--- src/verilog/ddsl_pkg.sv ---
// constants and types shared by both ends of the serial word link
package ddsl_pkg;
    // word layout
    localparam int WORD_BITS  = 16;
    localparam int ADDR_POS   = 15;
    localparam int IGNORE_POS = 14;
    localparam int SD_POS     = 13;
    localparam int ZERO_POS   = 12;
    localparam int CODE_BITS  = 12;
    localparam int CODE_MSB   = 11;

    typedef logic [WORD_BITS-1:0] ddsl_word_type;
    typedef logic [CODE_BITS-1:0] ddsl_code_type;
    typedef logic [3:0]           ddsl_count_type;

    // reset values and counts
    localparam ddsl_code_type  MIDSCALE_CODE = 12'h800;
    localparam ddsl_word_type  SHIFT_CLEAR   = 16'h0000;
    localparam ddsl_count_type COUNT_FIRST   = 4'h0;
    localparam ddsl_count_type COUNT_LAST    = 4'hf;
    localparam ddsl_count_type COUNT_STEP    = 4'h1;

    // host serial clock timing
    localparam int MCLK_PERIOD_NS = 25;
    localparam int SCLK_HALF_NS   = 50;
    localparam int SCLK_HALF_CYC  = (SCLK_HALF_NS + MCLK_PERIOD_NS - 1) / MCLK_PERIOD_NS;
    localparam logic [3:0] HALF_RELOAD = 4'(SCLK_HALF_CYC - 1);
    localparam logic [3:0] TIMER_ZERO  = 4'h0;
    localparam logic [3:0] TIMER_STEP  = 4'h1;
endpackage : ddsl_pkg

--- src/verilog/ddsl_link_if.sv ---
// three-wire link between host controller and converter
`timescale 1ns/1ps
interface ddsl_link_if;
    logic frame_sel_n;
    logic sclk;
    logic serial_in_line;

    // host drives every wire
    modport host_end
    (
        output frame_sel_n,
        output sclk,
        output serial_in_line
    );

    // device only listens
    modport dev_end
    (
        input frame_sel_n,
        input sclk,
        input serial_in_line
    );
endinterface : ddsl_link_if

--- src/verilog/ddsl_edge_det.sv ---
// edge detector for a level already synchronous to the clock
`timescale 1ns/1ps
module ddsl_edge_det
#(
    parameter logic RESET_LEVEL = 1'b0
)
(
    // clock and reset
    input  wire logic mclk_in,
    input  wire logic reset_n_in,
    // level and its edges
    input  wire logic level_in,
    output logic      rise_out,
    output logic      fall_out
);
    logic prev_reg;
    logic prev_next;

    // previous level
    always_comb
    begin
        prev_next = level_in;
    end

    always_ff @(posedge mclk_in or negedge reset_n_in)
    begin
        if (!reset_n_in)
            prev_reg <= RESET_LEVEL;
        else
            prev_reg <= prev_next;
    end

    // edges against previous level
    assign rise_out = level_in & ~prev_reg;
    assign fall_out = ~level_in & prev_reg;
endmodule : ddsl_edge_det

--- src/verilog/ddsl_device.sv ---
// converter end: serial word loader, channel registers, shutdown control
//
// Contract
// - sample data only on serial clock rise
// - words arrive msb first, first bit top
// - frame starts on frame select falling edge
// - sixteenth edge loads without frame select rising
// - host raises frame select before next frame
// - addr, ignored, shutdown, zero, twelve code bits
// - address zero channel a, one channel b
// - shutdown bit stops both channels together
// - shutdown floats both outputs and reference
// - only matching address clears shutdown
// - sixteenth edge loads addressed channel register
// - reset clears shifter, channels to midscale
// - codes still accepted during shutdown
`timescale 1ns/1ps
module ddsl_device
    import ddsl_pkg::*;
(
    // clock and reset
    input  wire logic              mclk_in,
    input  wire logic              reset_n_in,
    // link
    ddsl_link_if.dev_end           link,
    // channel codes
    output ddsl_pkg::ddsl_code_type chan_a_code_out,
    output ddsl_pkg::ddsl_code_type chan_b_code_out,
    output logic                   chan_a_update_out,
    output logic                   chan_b_update_out,
    // analog enables, low while driving
    output logic                   chan_a_oe_n_out,
    output logic                   chan_b_oe_n_out,
    output logic                   bz_ref_oe_n_out,
    // status
    output logic                   power_down_out,
    output logic                   word_done_out,
    output logic                   zero_bit_err_out
);
    import ddsl_pkg::*;

    typedef enum logic [1:0] {DDSL_IDLE, DDSL_SHIFT, DDSL_DONE} ddsl_state_type;

    ddsl_state_type state_reg;
    ddsl_state_type state_next;
    ddsl_word_type  input_shifter_reg;
    ddsl_word_type  input_shifter_next;
    ddsl_count_type count_reg;
    ddsl_count_type count_next;
    ddsl_code_type  chan_a_reg;
    ddsl_code_type  chan_a_next;
    ddsl_code_type  chan_b_reg;
    ddsl_code_type  chan_b_next;
    logic           upd_a_reg;
    logic           upd_a_next;
    logic           upd_b_reg;
    logic           upd_b_next;
    logic           power_down_reg;
    logic           power_down_next;
    logic           pd_addr_reg;
    logic           pd_addr_next;
    logic           done_reg;
    logic           done_next;
    logic           zero_err_reg;
    logic           zero_err_next;

    logic           sclk_rise;
    logic           frame_fall;
    logic           frame_rise;
    ddsl_word_type  shifted_word;
    logic           load_word;
    logic           channel_addr_bit;
    logic           power_down_bit;
    ddsl_code_type  code_bits;

    // serial clock rising edges
    ddsl_edge_det #(.RESET_LEVEL(1'b0)) u_sclk_edge
    (
        .mclk_in    (mclk_in),
        .reset_n_in (reset_n_in),
        .level_in   (link.sclk),
        .rise_out   (sclk_rise),
        .fall_out   ()
    );

    // frame select edges; low at reset so a real high is needed first
    ddsl_edge_det #(.RESET_LEVEL(1'b0)) u_frame_edge
    (
        .mclk_in    (mclk_in),
        .reset_n_in (reset_n_in),
        .level_in   (link.frame_sel_n),
        .rise_out   (frame_rise),
        .fall_out   (frame_fall)
    );

    // word as it stands after this bit, first bit ends up on top
    assign shifted_word = {input_shifter_reg[WORD_BITS-2:0], link.serial_in_line};
    assign load_word    = (state_reg == DDSL_SHIFT) && sclk_rise && !link.frame_sel_n
                          && (count_reg == COUNT_LAST);

    // word fields
    assign channel_addr_bit = shifted_word[ADDR_POS];
    assign power_down_bit   = shifted_word[SD_POS];
    assign code_bits        = shifted_word[CODE_MSB:0];

    // framing and shifting
    always_comb
    begin
        state_next         = state_reg;
        input_shifter_next = input_shifter_reg;
        count_next         = count_reg;
        unique case (state_reg)
            DDSL_IDLE:
            begin
                if (frame_fall)
                begin
                    state_next = DDSL_SHIFT;
                    count_next = COUNT_FIRST;
                end
            end
            DDSL_SHIFT:
            begin
                if (frame_rise)
                begin
                    state_next = DDSL_IDLE; // short frame dropped
                end
                else if (sclk_rise)
                begin
                    input_shifter_next = shifted_word;
                    count_next         = count_reg + COUNT_STEP;
                    if (count_reg == COUNT_LAST)
                        state_next = DDSL_DONE;
                end
            end
            DDSL_DONE:
            begin
                if (frame_rise)
                    state_next = DDSL_IDLE;
            end
        endcase
    end

    always_ff @(posedge mclk_in or negedge reset_n_in)
    begin
        if (!reset_n_in)
        begin
            state_reg         <= DDSL_IDLE;
            input_shifter_reg <= SHIFT_CLEAR;
            count_reg         <= COUNT_FIRST;
        end
        else
        begin
            state_reg         <= state_next;
            input_shifter_reg <= input_shifter_next;
            count_reg         <= count_next;
        end
    end

    // channel registers, loaded even while powered down
    always_comb
    begin
        chan_a_next   = chan_a_reg;
        chan_b_next   = chan_b_reg;
        upd_a_next    = 1'b0;
        upd_b_next    = 1'b0;
        done_next     = load_word;
        zero_err_next = load_word && shifted_word[ZERO_POS];
        if (load_word)
        begin
            if (channel_addr_bit)
            begin
                chan_b_next = code_bits;
                upd_b_next  = 1'b1;
            end
            else
            begin
                chan_a_next = code_bits;
                upd_a_next  = 1'b1;
            end
        end
    end

    always_ff @(posedge mclk_in or negedge reset_n_in)
    begin
        if (!reset_n_in)
        begin
            chan_a_reg   <= MIDSCALE_CODE;
            chan_b_reg   <= MIDSCALE_CODE;
            upd_a_reg    <= 1'b0;
            upd_b_reg    <= 1'b0;
            done_reg     <= 1'b0;
            zero_err_reg <= 1'b0;
        end
        else
        begin
            chan_a_reg   <= chan_a_next;
            chan_b_reg   <= chan_b_next;
            upd_a_reg    <= upd_a_next;
            upd_b_reg    <= upd_b_next;
            done_reg     <= done_next;
            zero_err_reg <= zero_err_next;
        end
    end

    // shutdown state and the address that owns it
    always_comb
    begin
        power_down_next = power_down_reg;
        pd_addr_next    = pd_addr_reg;
        if (load_word)
        begin
            if (power_down_bit)
            begin
                power_down_next = 1'b1;
                pd_addr_next    = channel_addr_bit;
            end
            else if (power_down_reg && (channel_addr_bit == pd_addr_reg))
            begin
                power_down_next = 1'b0;
            end
        end
    end

    always_ff @(posedge mclk_in or negedge reset_n_in)
    begin
        if (!reset_n_in)
        begin
            power_down_reg <= 1'b0;
            pd_addr_reg    <= 1'b0;
        end
        else
        begin
            power_down_reg <= power_down_next;
            pd_addr_reg    <= pd_addr_next;
        end
    end

    // outputs straight from registers
    assign chan_a_code_out   = chan_a_reg;
    assign chan_b_code_out   = chan_b_reg;
    assign chan_a_update_out = upd_a_reg;
    assign chan_b_update_out = upd_b_reg;
    assign chan_a_oe_n_out   = power_down_reg;
    assign chan_b_oe_n_out   = power_down_reg;
    assign bz_ref_oe_n_out   = power_down_reg;
    assign power_down_out    = power_down_reg;
    assign word_done_out     = done_reg;
    assign zero_bit_err_out  = zero_err_reg;
endmodule : ddsl_device

--- src/flat_wrapper.sv ---
// flat-port wrapper written by rule: the top's interface ports become plain ports
module ddsl_device_flat import ddsl_pkg::*;
  (mclk_in, reset_n_in, chan_a_code_out, chan_b_code_out, chan_a_update_out, chan_b_update_out, chan_a_oe_n_out, chan_b_oe_n_out, bz_ref_oe_n_out, power_down_out, word_done_out, zero_bit_err_out, link_frame_sel_n, link_sclk, link_serial_in_line);
  ddsl_link_if link_i ();
  input  wire logic mclk_in;
  input  wire logic reset_n_in;
  output ddsl_pkg::ddsl_code_type chan_a_code_out;
  output ddsl_pkg::ddsl_code_type chan_b_code_out;
  output logic chan_a_update_out;
  output logic chan_b_update_out;
  output logic chan_a_oe_n_out;
  output logic chan_b_oe_n_out;
  output logic bz_ref_oe_n_out;
  output logic power_down_out;
  output logic word_done_out;
  output logic zero_bit_err_out;
  input wire logic [$bits(link_i.frame_sel_n)-1:0] link_frame_sel_n;
  input wire logic [$bits(link_i.sclk)-1:0] link_sclk;
  input wire logic [$bits(link_i.serial_in_line)-1:0] link_serial_in_line;
  assign link_i.frame_sel_n = link_frame_sel_n;
  assign link_i.sclk = link_sclk;
  assign link_i.serial_in_line = link_serial_in_line;
  ddsl_device u_core (.mclk_in(mclk_in), .reset_n_in(reset_n_in), .link(link_i), .chan_a_code_out(chan_a_code_out), .chan_b_code_out(chan_b_code_out), .chan_a_update_out(chan_a_update_out), .chan_b_update_out(chan_b_update_out), .chan_a_oe_n_out(chan_a_oe_n_out), .chan_b_oe_n_out(chan_b_oe_n_out), .bz_ref_oe_n_out(bz_ref_oe_n_out), .power_down_out(power_down_out), .word_done_out(word_done_out), .zero_bit_err_out(zero_bit_err_out));
endmodule
--- config.mk ---
export PLATFORM = sky130hd
export DESIGN_NAME = ddsl_device_flat
export DESIGN_NICKNAME = d
export VERILOG_FILES = /design/src/verilog/ddsl_pkg.sv /design/src/verilog/ddsl_link_if.sv /design/src/verilog/ddsl_edge_det.sv /design/src/verilog/ddsl_device.sv /design/src/flat_wrapper.sv
export SDC_FILE = /design/constraint.sdc
export NUM_CORES = 1
export LEC_CHECK = 0
export BUFFER_PORTS_ARGS = -buffer_cell sky130_fd_sc_hd__buf_2
export CAP_MARGIN = 20
export CORE_MARGIN = 1.5
export CORE_UTILIZATION = 55
export CTS_BUF_LIST = sky130_fd_sc_hd__clkbuf_8
export DETAILED_ROUTE_END_ITERATION = 8
export PLACE_DENSITY_LB_ADDON = 0.3
export SYNTH_ARGS = -nofsm -noshare
export SYNTH_HDL_FRONTEND = slang
export SYNTH_SLANG_ARGS = --single-unit
--- constraint.sdc ---
create_clock -name mclk_in -period 2.3 [get_ports mclk_in]
set_clock_uncertainty 0.05 [all_clocks]
set_input_delay 0.115 -clock mclk_in [delete_from_list [all_inputs] [get_ports mclk_in]]
set_output_delay 0.115 -clock mclk_in [all_outputs]
set_load 0.05 [all_outputs]
### Word level (Yosys, flattened, before mapping)

Index checks and enable logic that the tools add are counted.
Widths: inputs -> output; s select.

| word-level totals | value |
|---|---|
| input port bits | 5 |
| register bits | 53 |
| output and inout port bits | 32 |

| cells by class | value |
|---|---|
| equality and inequality tests | 10 |
| reduce and logical (&&, ||, !) cells | 16 |
| bitwise operators | 8 |
| add/sub/neg operators | 1 |
| mux-type cells | 16 |

Operator list:

| operator | count |
|---|---|
| $mux 4 | 3 |
| $mux 2 | 5 |
| $pmux 4 s2 | 1 |
| $reduce_and 2->1 | 4 |
| $reduce_and 4->1 | 2 |
| $mux 1 | 6 |
| $ne 2x1->1 const B | 3 |
| $pmux 2 s3 | 1 |
| $logic_and 1x1->1 | 5 |
| $not 1->1 | 5 |
| $add 4x1->4 const B | 1 |
| $eq 4x4->1 const B | 1 |
| $reduce_bool 2->1 | 2 |
| $and 1x1->1 | 3 |
| $ne 3x1->1 const B | 1 |
| $ne 3x2->1 const B | 1 |
| $reduce_and 3->1 | 1 |
| $eq 2x1->1 const B | 1 |
| $eq 2x2->1 const B | 1 |
| $logic_not 2->1 | 1 |
| $ne 2x2->1 const B | 1 |
| $eq 1x1->1 | 1 |
| $logic_not 1->1 | 1 |

### Depth between registers and ports, before layout

Gate-level depths: netlist of run 1.

| logic depth | value |
|---|---|
| depth after elaboration | 6 |
| mapped depth | 6 |
| mapped depth without buffers | 6 |

### Modules after synthesis

A second synthesis of run 1 with hierarchy kept.

| second synthesis, totals | value |
|---|---|
| cell total of the unflattened synthesis | 147 |
| area total of the unflattened synthesis | 2,217.1 µm² |

By module, submodules not included:

| module | times used | seq. area each (µm²) | cells each | area each (µm²) |
|---|---|---|---|---|
| ddsl_device | 1 | 1,278.7 | 141 | 2,137.0 |
| ddsl_edge_det | 2 | 25.0 | 3 | 40.0 |

### Least setup slack after synthesis of run 1

OpenSTA, ideal clock, no wires.

| path | value |
|---|---|
| kind | reg-to-reg |
| start | reg u_core.count_reg[0] |
| end | reg u_core.chan_a_reg[10] (netlist: u_core.chan_a_code_out[10]) |
| cell stages (with the launch flop) | 7 |
| data required time | 2.123 ns |
| arrival | 1.721 ns |
| setup slack | 0.401 ns |
| library setup time | 0.127 ns |
| clock period less this slack | 1.899 ns |
| cells stage by stage | dfrtp_1 ha_1 nand3b_4 nor4b_4 and2b_2 buf_6 mux2_1 |

| on the way | value |
|---|---|
| longest elaborated chain between the ends | 3 |

RTL lines:

| element | RTL line | RTL |
|---|---|---|
| from (decl) | ddsl_device.sv:48 | `ddsl_count_type count_reg;` |
| from (signal assigned) | ddsl_device.sv:155 | `count_reg <= count_next;` |
| $eq 4x4->1 | ddsl_device.sv:99 | `&& (count_reg == COUNT_LAST);` |
| $logic_and 1x1->1 | ddsl_device.sv:99 |  |
| via u_core.done_next | ddsl_device.sv:63 | `logic done_next;` |
| $reduce_and 2->1 (no line) | - |  |
| to (signal assigned) | ddsl_device.sv:196 | `chan_a_reg <= chan_a_next;` |
| to (decl) | ddsl_device.sv:50 | `ddsl_code_type chan_a_reg;` |

The timed path passes the listed nets, and every way through them passes these cells.
A chain may end at the register's enable or synchronous reset.

### Worst setup path in the final report of run 1

| path | value |
|---|---|
| start | reg u_core.state_reg[1] |
| end | reg u_core.count_reg[0] |

| on the way | value |
|---|---|
| longest elaborated chain between the ends | 3 |

RTL lines:

| element | RTL line | RTL |
|---|---|---|
| from (decl) | ddsl_device.sv:44 | `ddsl_state_type state_reg;` |
| from (signal assigned) | ddsl_device.sv:153 | `state_reg <= state_next;` |
| $eq 2x1->1 or $logic_not 2->1 (tied branches) | ddsl_device.sv:112 | `unique case (state_reg)` |
| $ne 2x1->1 (no line) (tied with other cells) | - |  |
| $reduce_and 4->1 (no line) | - |  |

Several ways; a longest one is shown, not always the timed one.

==> results of run 1 <==
[worst register-to-register path, delay by kind of cell (launching register included)]
family / cells / cell delay, ns
AOI/OAI and AO/OA: 1 / 0.25
adders and majority gates: 1 / 0.26
buffers and inverters: 1 / 0.10
DFF: 1 / 0.40
muxes: 1 / 0.37
and+or+nand+nor: 1 / 0.48
[final cells by class]
type,count,share of cell area (%)
Clock buffer,6,3.215
Timing Repair Buffer,42,9.060
Inverter,5,0.7306
Multi-Input combinational cell,86,31.61
Tap cell,48,2.338
Sequential cell,53,51.73
Clock inverter,2,1.315
[cells by family after synthesis]
family / Yosys count / share of synthesized area [%]
adders and majority gates: 5 / 2.831
muxes: 43 / 21.80
xor gates and xnor gates: 1 / 0.3964
and+or+nand+nor: 26 / 7.985
DFF: 53 / 60.14
AOI/OAI and AO/OA: 11 / 3.738
buffers and inverters: 11 / 3.114
[final timing paths]
kind	start	endpoint	cells past startpoint
setup / recovery	u_core.state_reg[1]$_DFFE_PN0P_	u_core.count_reg[0]$_DFFE_PN0P_	5
hold / removal	link_serial_in_line	u_core.input_shifter_reg[0]$_DFFE_PN0P_	2
setup reg to reg	u_core.state_reg[1]$_DFFE_PN0P_	u_core.count_reg[0]$_DFFE_PN0P_	5
hold reg to reg	u_core.chan_a_code_out[9]$_DFFE_PN0P_	u_core.chan_a_code_out[9]$_DFFE_PN0P_	1
max in group asynchronous	reset_n_in	u_core.chan_a_code_out[6]$_DFFE_PN0P_	3
min in group asynchronous	reset_n_in	u_core.count_reg[3]$_DFFE_PN0P_	3
[power groups by stage]
stage                     clock network (W)  logic (W)  registers, W
after global placement                    0   0.000523       0.00120
final                              0.000631   0.000559       0.00120
after floorplan                           0   0.000330       0.00128
after CTS                          0.000649   0.000564       0.00120
after detailed placement                  0   0.000556       0.00122
after global routing               0.000683   0.000620       0.00122
[routing by layer]
layer	GRT usage [%]	vias up	routed length (µm)	share of wire [%]
met2	35.50	31	2012	53
met4	7.143	0	55	1.4
met1	24.05	648	1606	42
met3	4.940	7	159	4.1
li1	-	612	-	-
met5	0	-	0	0
[cells in the final DEF (no fill, tap or decap), types with 5 or more instances in the layout]
master	Yosys	routed
ha_1	5	5
mux2_1	9	9
clkbuf_8	0	6
dfrtp_1	51	51
inv_1	5	6
mux2_2	32	32
nand2_1	6	6
buf_2	1	36
[stage by stage]
step | cell area (µm²) | util, % | instances
2_1_floorplan | 2210 | - | 150
3_3_place_gp | 2422 | 64.23 | 231
3_5_place_dp | 2422 | 64.23 | 231
4_1_cts | 2569 | 68.12 | 242
5_1_grt | 2569 | 68.12 | 242
6_report | 2569 | 68.12 | 242
[repair_timing]
| item | 4_1_cts | 5_1_grt |
|---|---|---|
| resized for setup | 0 | 0 |
| endpoints found under the hold margin | 53 | 0 |
| hold buffers | 3 | 0 |
| setup endpoints to repair | 0 | 0 |
==> results.md, run 1 <==
* Initial antenna violation count at 0
* Max reg flops at 15
* Post-route ant nets at 0
* HPWL after DPL at between 2000 and 3000 µm
* Yosys reg bits at 53
* Total die area at roughly 0.0044 mm²
* WP buf/inv at 1
* Synth area leader: dfrtp_1
* Setup repair bufs after CTS at 0
* Clk_lat worst skew at roughly 0.30 ns
* FMAX at about 0.50 GHz
* Cell Area, Synth at between 0.002 and 0.0025 mm²
* # setup viols final at 0
* FILL cells at 258
* CP Capture Type: flop
* Slew at the pin closest to its max-slew limit at about 0.63 ns
* Status: finished, final reports clean
* Post-synth EDFFs at 0
* CORE AREA at roughly 0.0038 mm²
* Post-route setup TNS at 0 ns
* Die Height at between 60 and 70 µm
* Final WL at around 3800 µm
* Switch share at between 30% and 40%
* Largest net degree at the start of global routing at 54
* Hold Crit Class: in -> reg
* Avg WL per Cell at around 16 µm
* Yosys top cell area share at roughly 58%
* Top cells by count, synth: dfrtp_1 (51), mux2_2 (32), mux2_1 (9)
* Mapped Cells at 150
* I/O Buffers at 36
* I/O Pins at 37
* Internal Dissipation at approximately 0.0017 W
* CP peak stage delay at 0.48 ns
* Final hold slack at about 0.035 ns
* CTS sink count at between 50 and 60
* CP Max Fanout at 6
* Final worst slack at about 0.29 ns
* Pre-Repair DR Iteration Count at 4
* Die width at 66.39 µm
* Ranking of synthesized cells by area: dfrtp_1 (58%), mux2_2 (16%), mux2_1 (4.6%)
* Post-Place Setup Slack at roughly 0.34 ns
* Number of max-cap violations at 0
* Vias/cell at 5.364
* DRC violations left at 0
* Distinct cell type count after synthesis at 34
* Total power draw at around 0.0024 W
* Clock slew at reported path FFs at around 0.09 ns
* Top cell family by delay on the critical path: simple AND/OR/NAND/NOR gates
* CTS tree: yes
* GRT Total Usage at approximately a fifth
* CP Cell Sequence: inv_1, ha_1, nor4bb_1, o21bai_1, mux2_2
* Max clock buf depth at 2
* P&R area growth vs syn at 16.25%
* Slowest CP cell: nor4bb_1
* Net Switching at 0.0007263 W
* Antenna cells at 0
* CTS Buf Count at 5
* Vias in the first global route at approximately 1.4k
* Clock power share at 26.4%
* Slew Viols, Final at 0
* Area of the multi-input gates at 812.0 µm²
* Fraction of layout cells with a size suffix above 1 at roughly 44%
* Async SR Flop Fraction at between 90% and 100%
* Critical path class: reg -> reg
* CP arrival at 2.15 ns
* Placer Congestion at a little over 0.8
* Rel. slew slack at between 50% and 60%
* H-Tree Depth at 2
* Main synth FF type: dfrtp_1
* Via count at around 1.3k
* Fin crit share at 87.49%
* Sequential share of the synthesized area at between 60 and 70%
* Pwr Density at ~930 mW/mm²
* Tmin final at about 2 ns
* First-pass GRT wire length at 6603 µm
* CTS root buffer: clkbuf_8
* Starting Density at 58.59%
* Num rows at 22
* CP required at around 2.4 ns
* Sequential Area at about 0.0013 mm²
* Reg power frac at 50.2%
* Max VDD drop at 449.9 µV
* Post-Syn Area per Cell at between 10 and 15 µm²
* Syn Nets at 160
* Starting DRT DRC Count at 47
* Most common cell in the netlist: dfrtp_1
* RSZ-0062 raised after global routing: false
* Worst setup SP type: flop
* Endpoints failing hold at 0
* Ys Warns at 0
* R2r setup slk at about 0.29 ns
* Grt total ovfl at 0
* Nets at just over 200
* Logic pwr share at 23.4%
* Static Leak at between 1 and 1.5 nW
No activity file was read; power rests on OpenSTA's default activity.
==> run 2: changes to the inputs <==
--- a/config.mk
+++ b/config.mk
@@ -11,7 +11,8 @@
 export CORE_UTILIZATION = 55
 export CTS_BUF_LIST = sky130_fd_sc_hd__clkbuf_8
 export DETAILED_ROUTE_END_ITERATION = 8
-export PLACE_DENSITY_LB_ADDON = 0.3
+export PLACE_DENSITY_LB_ADDON = 0.15
+export RECOVER_POWER = 25
 export SYNTH_ARGS = -nofsm -noshare
 export SYNTH_HDL_FRONTEND = slang
 export SYNTH_SLANG_ARGS = --single-unit
==> run 2 against run 1 <==
Against the previous run: cell area fell by 2.3%; combinational power shrank 2%; worst setup slack worse by 0.023 ns; die area stayed put; via count decreased by 1.3%; critical path type unchanged; cell count unchanged; non-clock buffer count unchanged; flip-flop and latch count unchanged.
==> results.md, run 2 (synthesis results as in run 1) <==
* CTS tree: yes (unchanged)
* Most frequent cells in the layout: dfrtp_1 (51), mux2_2 (32), buf_2 (19) (was dfrtp_1 (51), buf_2 (36), mux2_2 (32))
* Pwr Density at 889.6 mW/mm² (was 930.0 mW/mm²)
* CTS Buf Count at 5 (unchanged)
* Worst setup SP type: flop (unchanged)
* Total die area at 0.004407 mm² (unchanged)
* Nets at 203 (unchanged)
* CP Max Fanout at 6 (unchanged)
* Post-Place Setup Slack at 0.2858 ns (was 0.3392 ns)
* Hold_buf cts at 3 (unchanged)
* FILL cells at 285 (was 258)
* Number of max-cap violations at 0 (unchanged)
* Fraction of layout cells with a size suffix above 1 at 35.05% (was 44.33%)
* P&R area growth vs syn at 13.59% (was 16.25%)
* Placer Congestion at 0.7885 (was 0.8050)
* Design area at 0.002510 mm² (was 0.002569 mm²)
* Max VDD drop at 521.9 µV (was 449.9 µV)
* CTS sink count at 53 (unchanged)
* Most common cell after layout, fill and taps aside: dfrtp_1 (unchanged)
* CP peak stage delay at 0.52 ns (was 0.48 ns)
* Rel. slew slack at 15.77% (was 58.23%)
* Hold_sp: link_serial_in_line (unchanged)
* Starting DRT DRC Count at 56 (was 47)
* Max reg flops at 15 (unchanged)
* Critical path class: reg -> reg (unchanged)
* Pre-Repair DR Iteration Count at 4 (unchanged)
* Finished Layout Cells at 242 (unchanged)
* Grt total ovfl at 0 (unchanged)
* # setup viols final at 0 (unchanged)
* Static Leak at 1.318 nW (was 1.402 nW)
* Setup repair bufs after CTS at 0 (unchanged)
* Area of the multi-input gates at 812.0 µm² (unchanged)
* Sequential Area at 0.001329 mm² (unchanged)
* Antenna cells at 0 (unchanged)
* Vias in the first global route at 1,282 (was 1,397)
* Status: finished, final reports clean (unchanged)
* Final WL at 3711 µm (was 3832 µm)
* DRC violations left at 0 (unchanged)
* I/O Buffers at 36 (unchanged)
* Post-DP Area at 0.002422 mm² (unchanged)
* Die width at 66.39 µm (unchanged)
* I/O Pins at 37 (unchanged)
* Initial antenna violation count at 0 (unchanged)
* Slowest CP cell: nor4bb_1 (unchanged)
* Via count at 1,281 (was 1,298)
* HPWL after DPL at 2550 µm (was 2675 µm)
* CP arrival at 2.18 ns (was 2.15 ns)
* # placed instances at 231 (unchanged)
* Max clock buf depth at 2 (unchanged)
* Slew at the pin closest to its max-slew limit at 1.263 ns (was 0.6265 ns)
* Clk_lat worst skew at 0.30 ns (about the same)
* CP Cell Sequence: inv_1, ha_1, nor4bb_1, o21bai_1, mux2_2 (unchanged)
* Critical R2R Launch: u_core.state_reg[1]$_DFFE_PN0P_ (unchanged)
* CORE AREA at 0.003771 mm² (unchanged)
* Final hold slack at 0.03770 ns (was 0.03479 ns)
* First-pass GRT wire length at 6085 µm (was 6603 µm)
* Post-route setup TNS at 0 ns (unchanged)
* Final worst slack at 0.2648 ns (was 0.2877 ns)
* Num rows at 22 (unchanged)
* Endpoints failing hold at 0 (unchanged)
* Fin crit share at 88.49% (was 87.49%)
* Worst setup path start: u_core.state_reg[1]$_DFFE_PN0P_ (unchanged)
* Gates resized, CTS repair at 0 (unchanged)
* Hold Crit Class: in -> reg (unchanged)
* CP Capture Type: flop (unchanged)
* Die Height at 66.39 µm (unchanged)
* CP required at 2.44 ns (about the same)
* Largest net degree at the start of global routing at 54 (unchanged)
* RSZ-0062 raised after global routing: false (unchanged)
* Post-route ant nets at 0 (unchanged)
* Avg WL per Cell at 15.33 µm (was 15.83 µm)
* H-Tree Depth at 2 (unchanged)
* Starting Density at 58.59% (unchanged)
* Vias/cell at 5.293 (was 5.364)
* CTS root buffer: clkbuf_8 (unchanged)
* FMAX at 0.4914 GHz (was 0.4970 GHz)
* Tmin final at 2.035 ns (was 2.012 ns)
* Clock slew at reported path FFs at 0.09 ns (about the same)
* Slew Viols, Final at 0 (unchanged)
* GRT Total Usage at 18.84% (was 20.23%)
[run 2: changes by cell type in the layout (fill, tap and decap cells not counted), sizes merged]
cell	change
buf	-18
bufinv	-1
clkbuf	+17
clkinv	+1
inv	+1
[run 2: final timing paths]
check,endpoint,slack [ns],cells past startpoint
setup / recovery,u_core.count_reg[0]$_DFFE_PN0P_,0.26,5
hold / removal,u_core.input_shifter_reg[0]$_DFFE_PN0P_,0.04,2
setup reg to reg,u_core.count_reg[0]$_DFFE_PN0P_,0.26,5
hold reg to reg,u_core.chan_a_code_out[9]$_DFFE_PN0P_,0.45,1
max in group asynchronous,u_core.chan_b_code_out[2]$_DFFE_PN0P_,0.78,3
min in group asynchronous,u_core.u_frame_edge.prev_reg$_DFF_PN0_,0.65,3
[run 2: worst max-delay path: cells and delay by family (launching register included)]
family	cells	cell delay [ns]
AOI/OAI and AO/OA	1	0.25
muxes	1	0.37
and+or+nand+nor	1	0.52
DFF	1	0.38
adders and majority gates	1	0.26
buffers and inverters	1	0.09
[run 2: through the flow]
stage	util [%]	power (W)
after floorplan	-	0.001606
after global placement	64.23	0.001734
after detailed placement	64.23	0.001769
after CTS	67.19	0.002260
after global routing	66.56	0.002360
final	66.56	0.002233
[run 2: final cells by class]
type | instances | share of cell area, %
inverter | 5 | 0.7478
tap | 48 | 2.393
clock inverter | 3 | 0.4985
sequential | 53 | 52.94
clock buffer | 5 | 2.742
timing repair buffer | 42 | 8.325
multi-input combinational | 86 | 32.35
[run 2: metal layers]
metal,share of wire [%],GRT usage [%]
met3,3.0,4.600
met2,50,32.13
met5,0,0
met1,45,23.15
met4,1.6,6.888
[run 2: report_power, final]
group | switching, W | internal (W) | total, W
clock | 0.000279 | 0.000205 | 0.000485
combinational | 0.000313 | 0.000235 | 0.000548
sequential | 0.000127 | 0.00107 | 0.00120
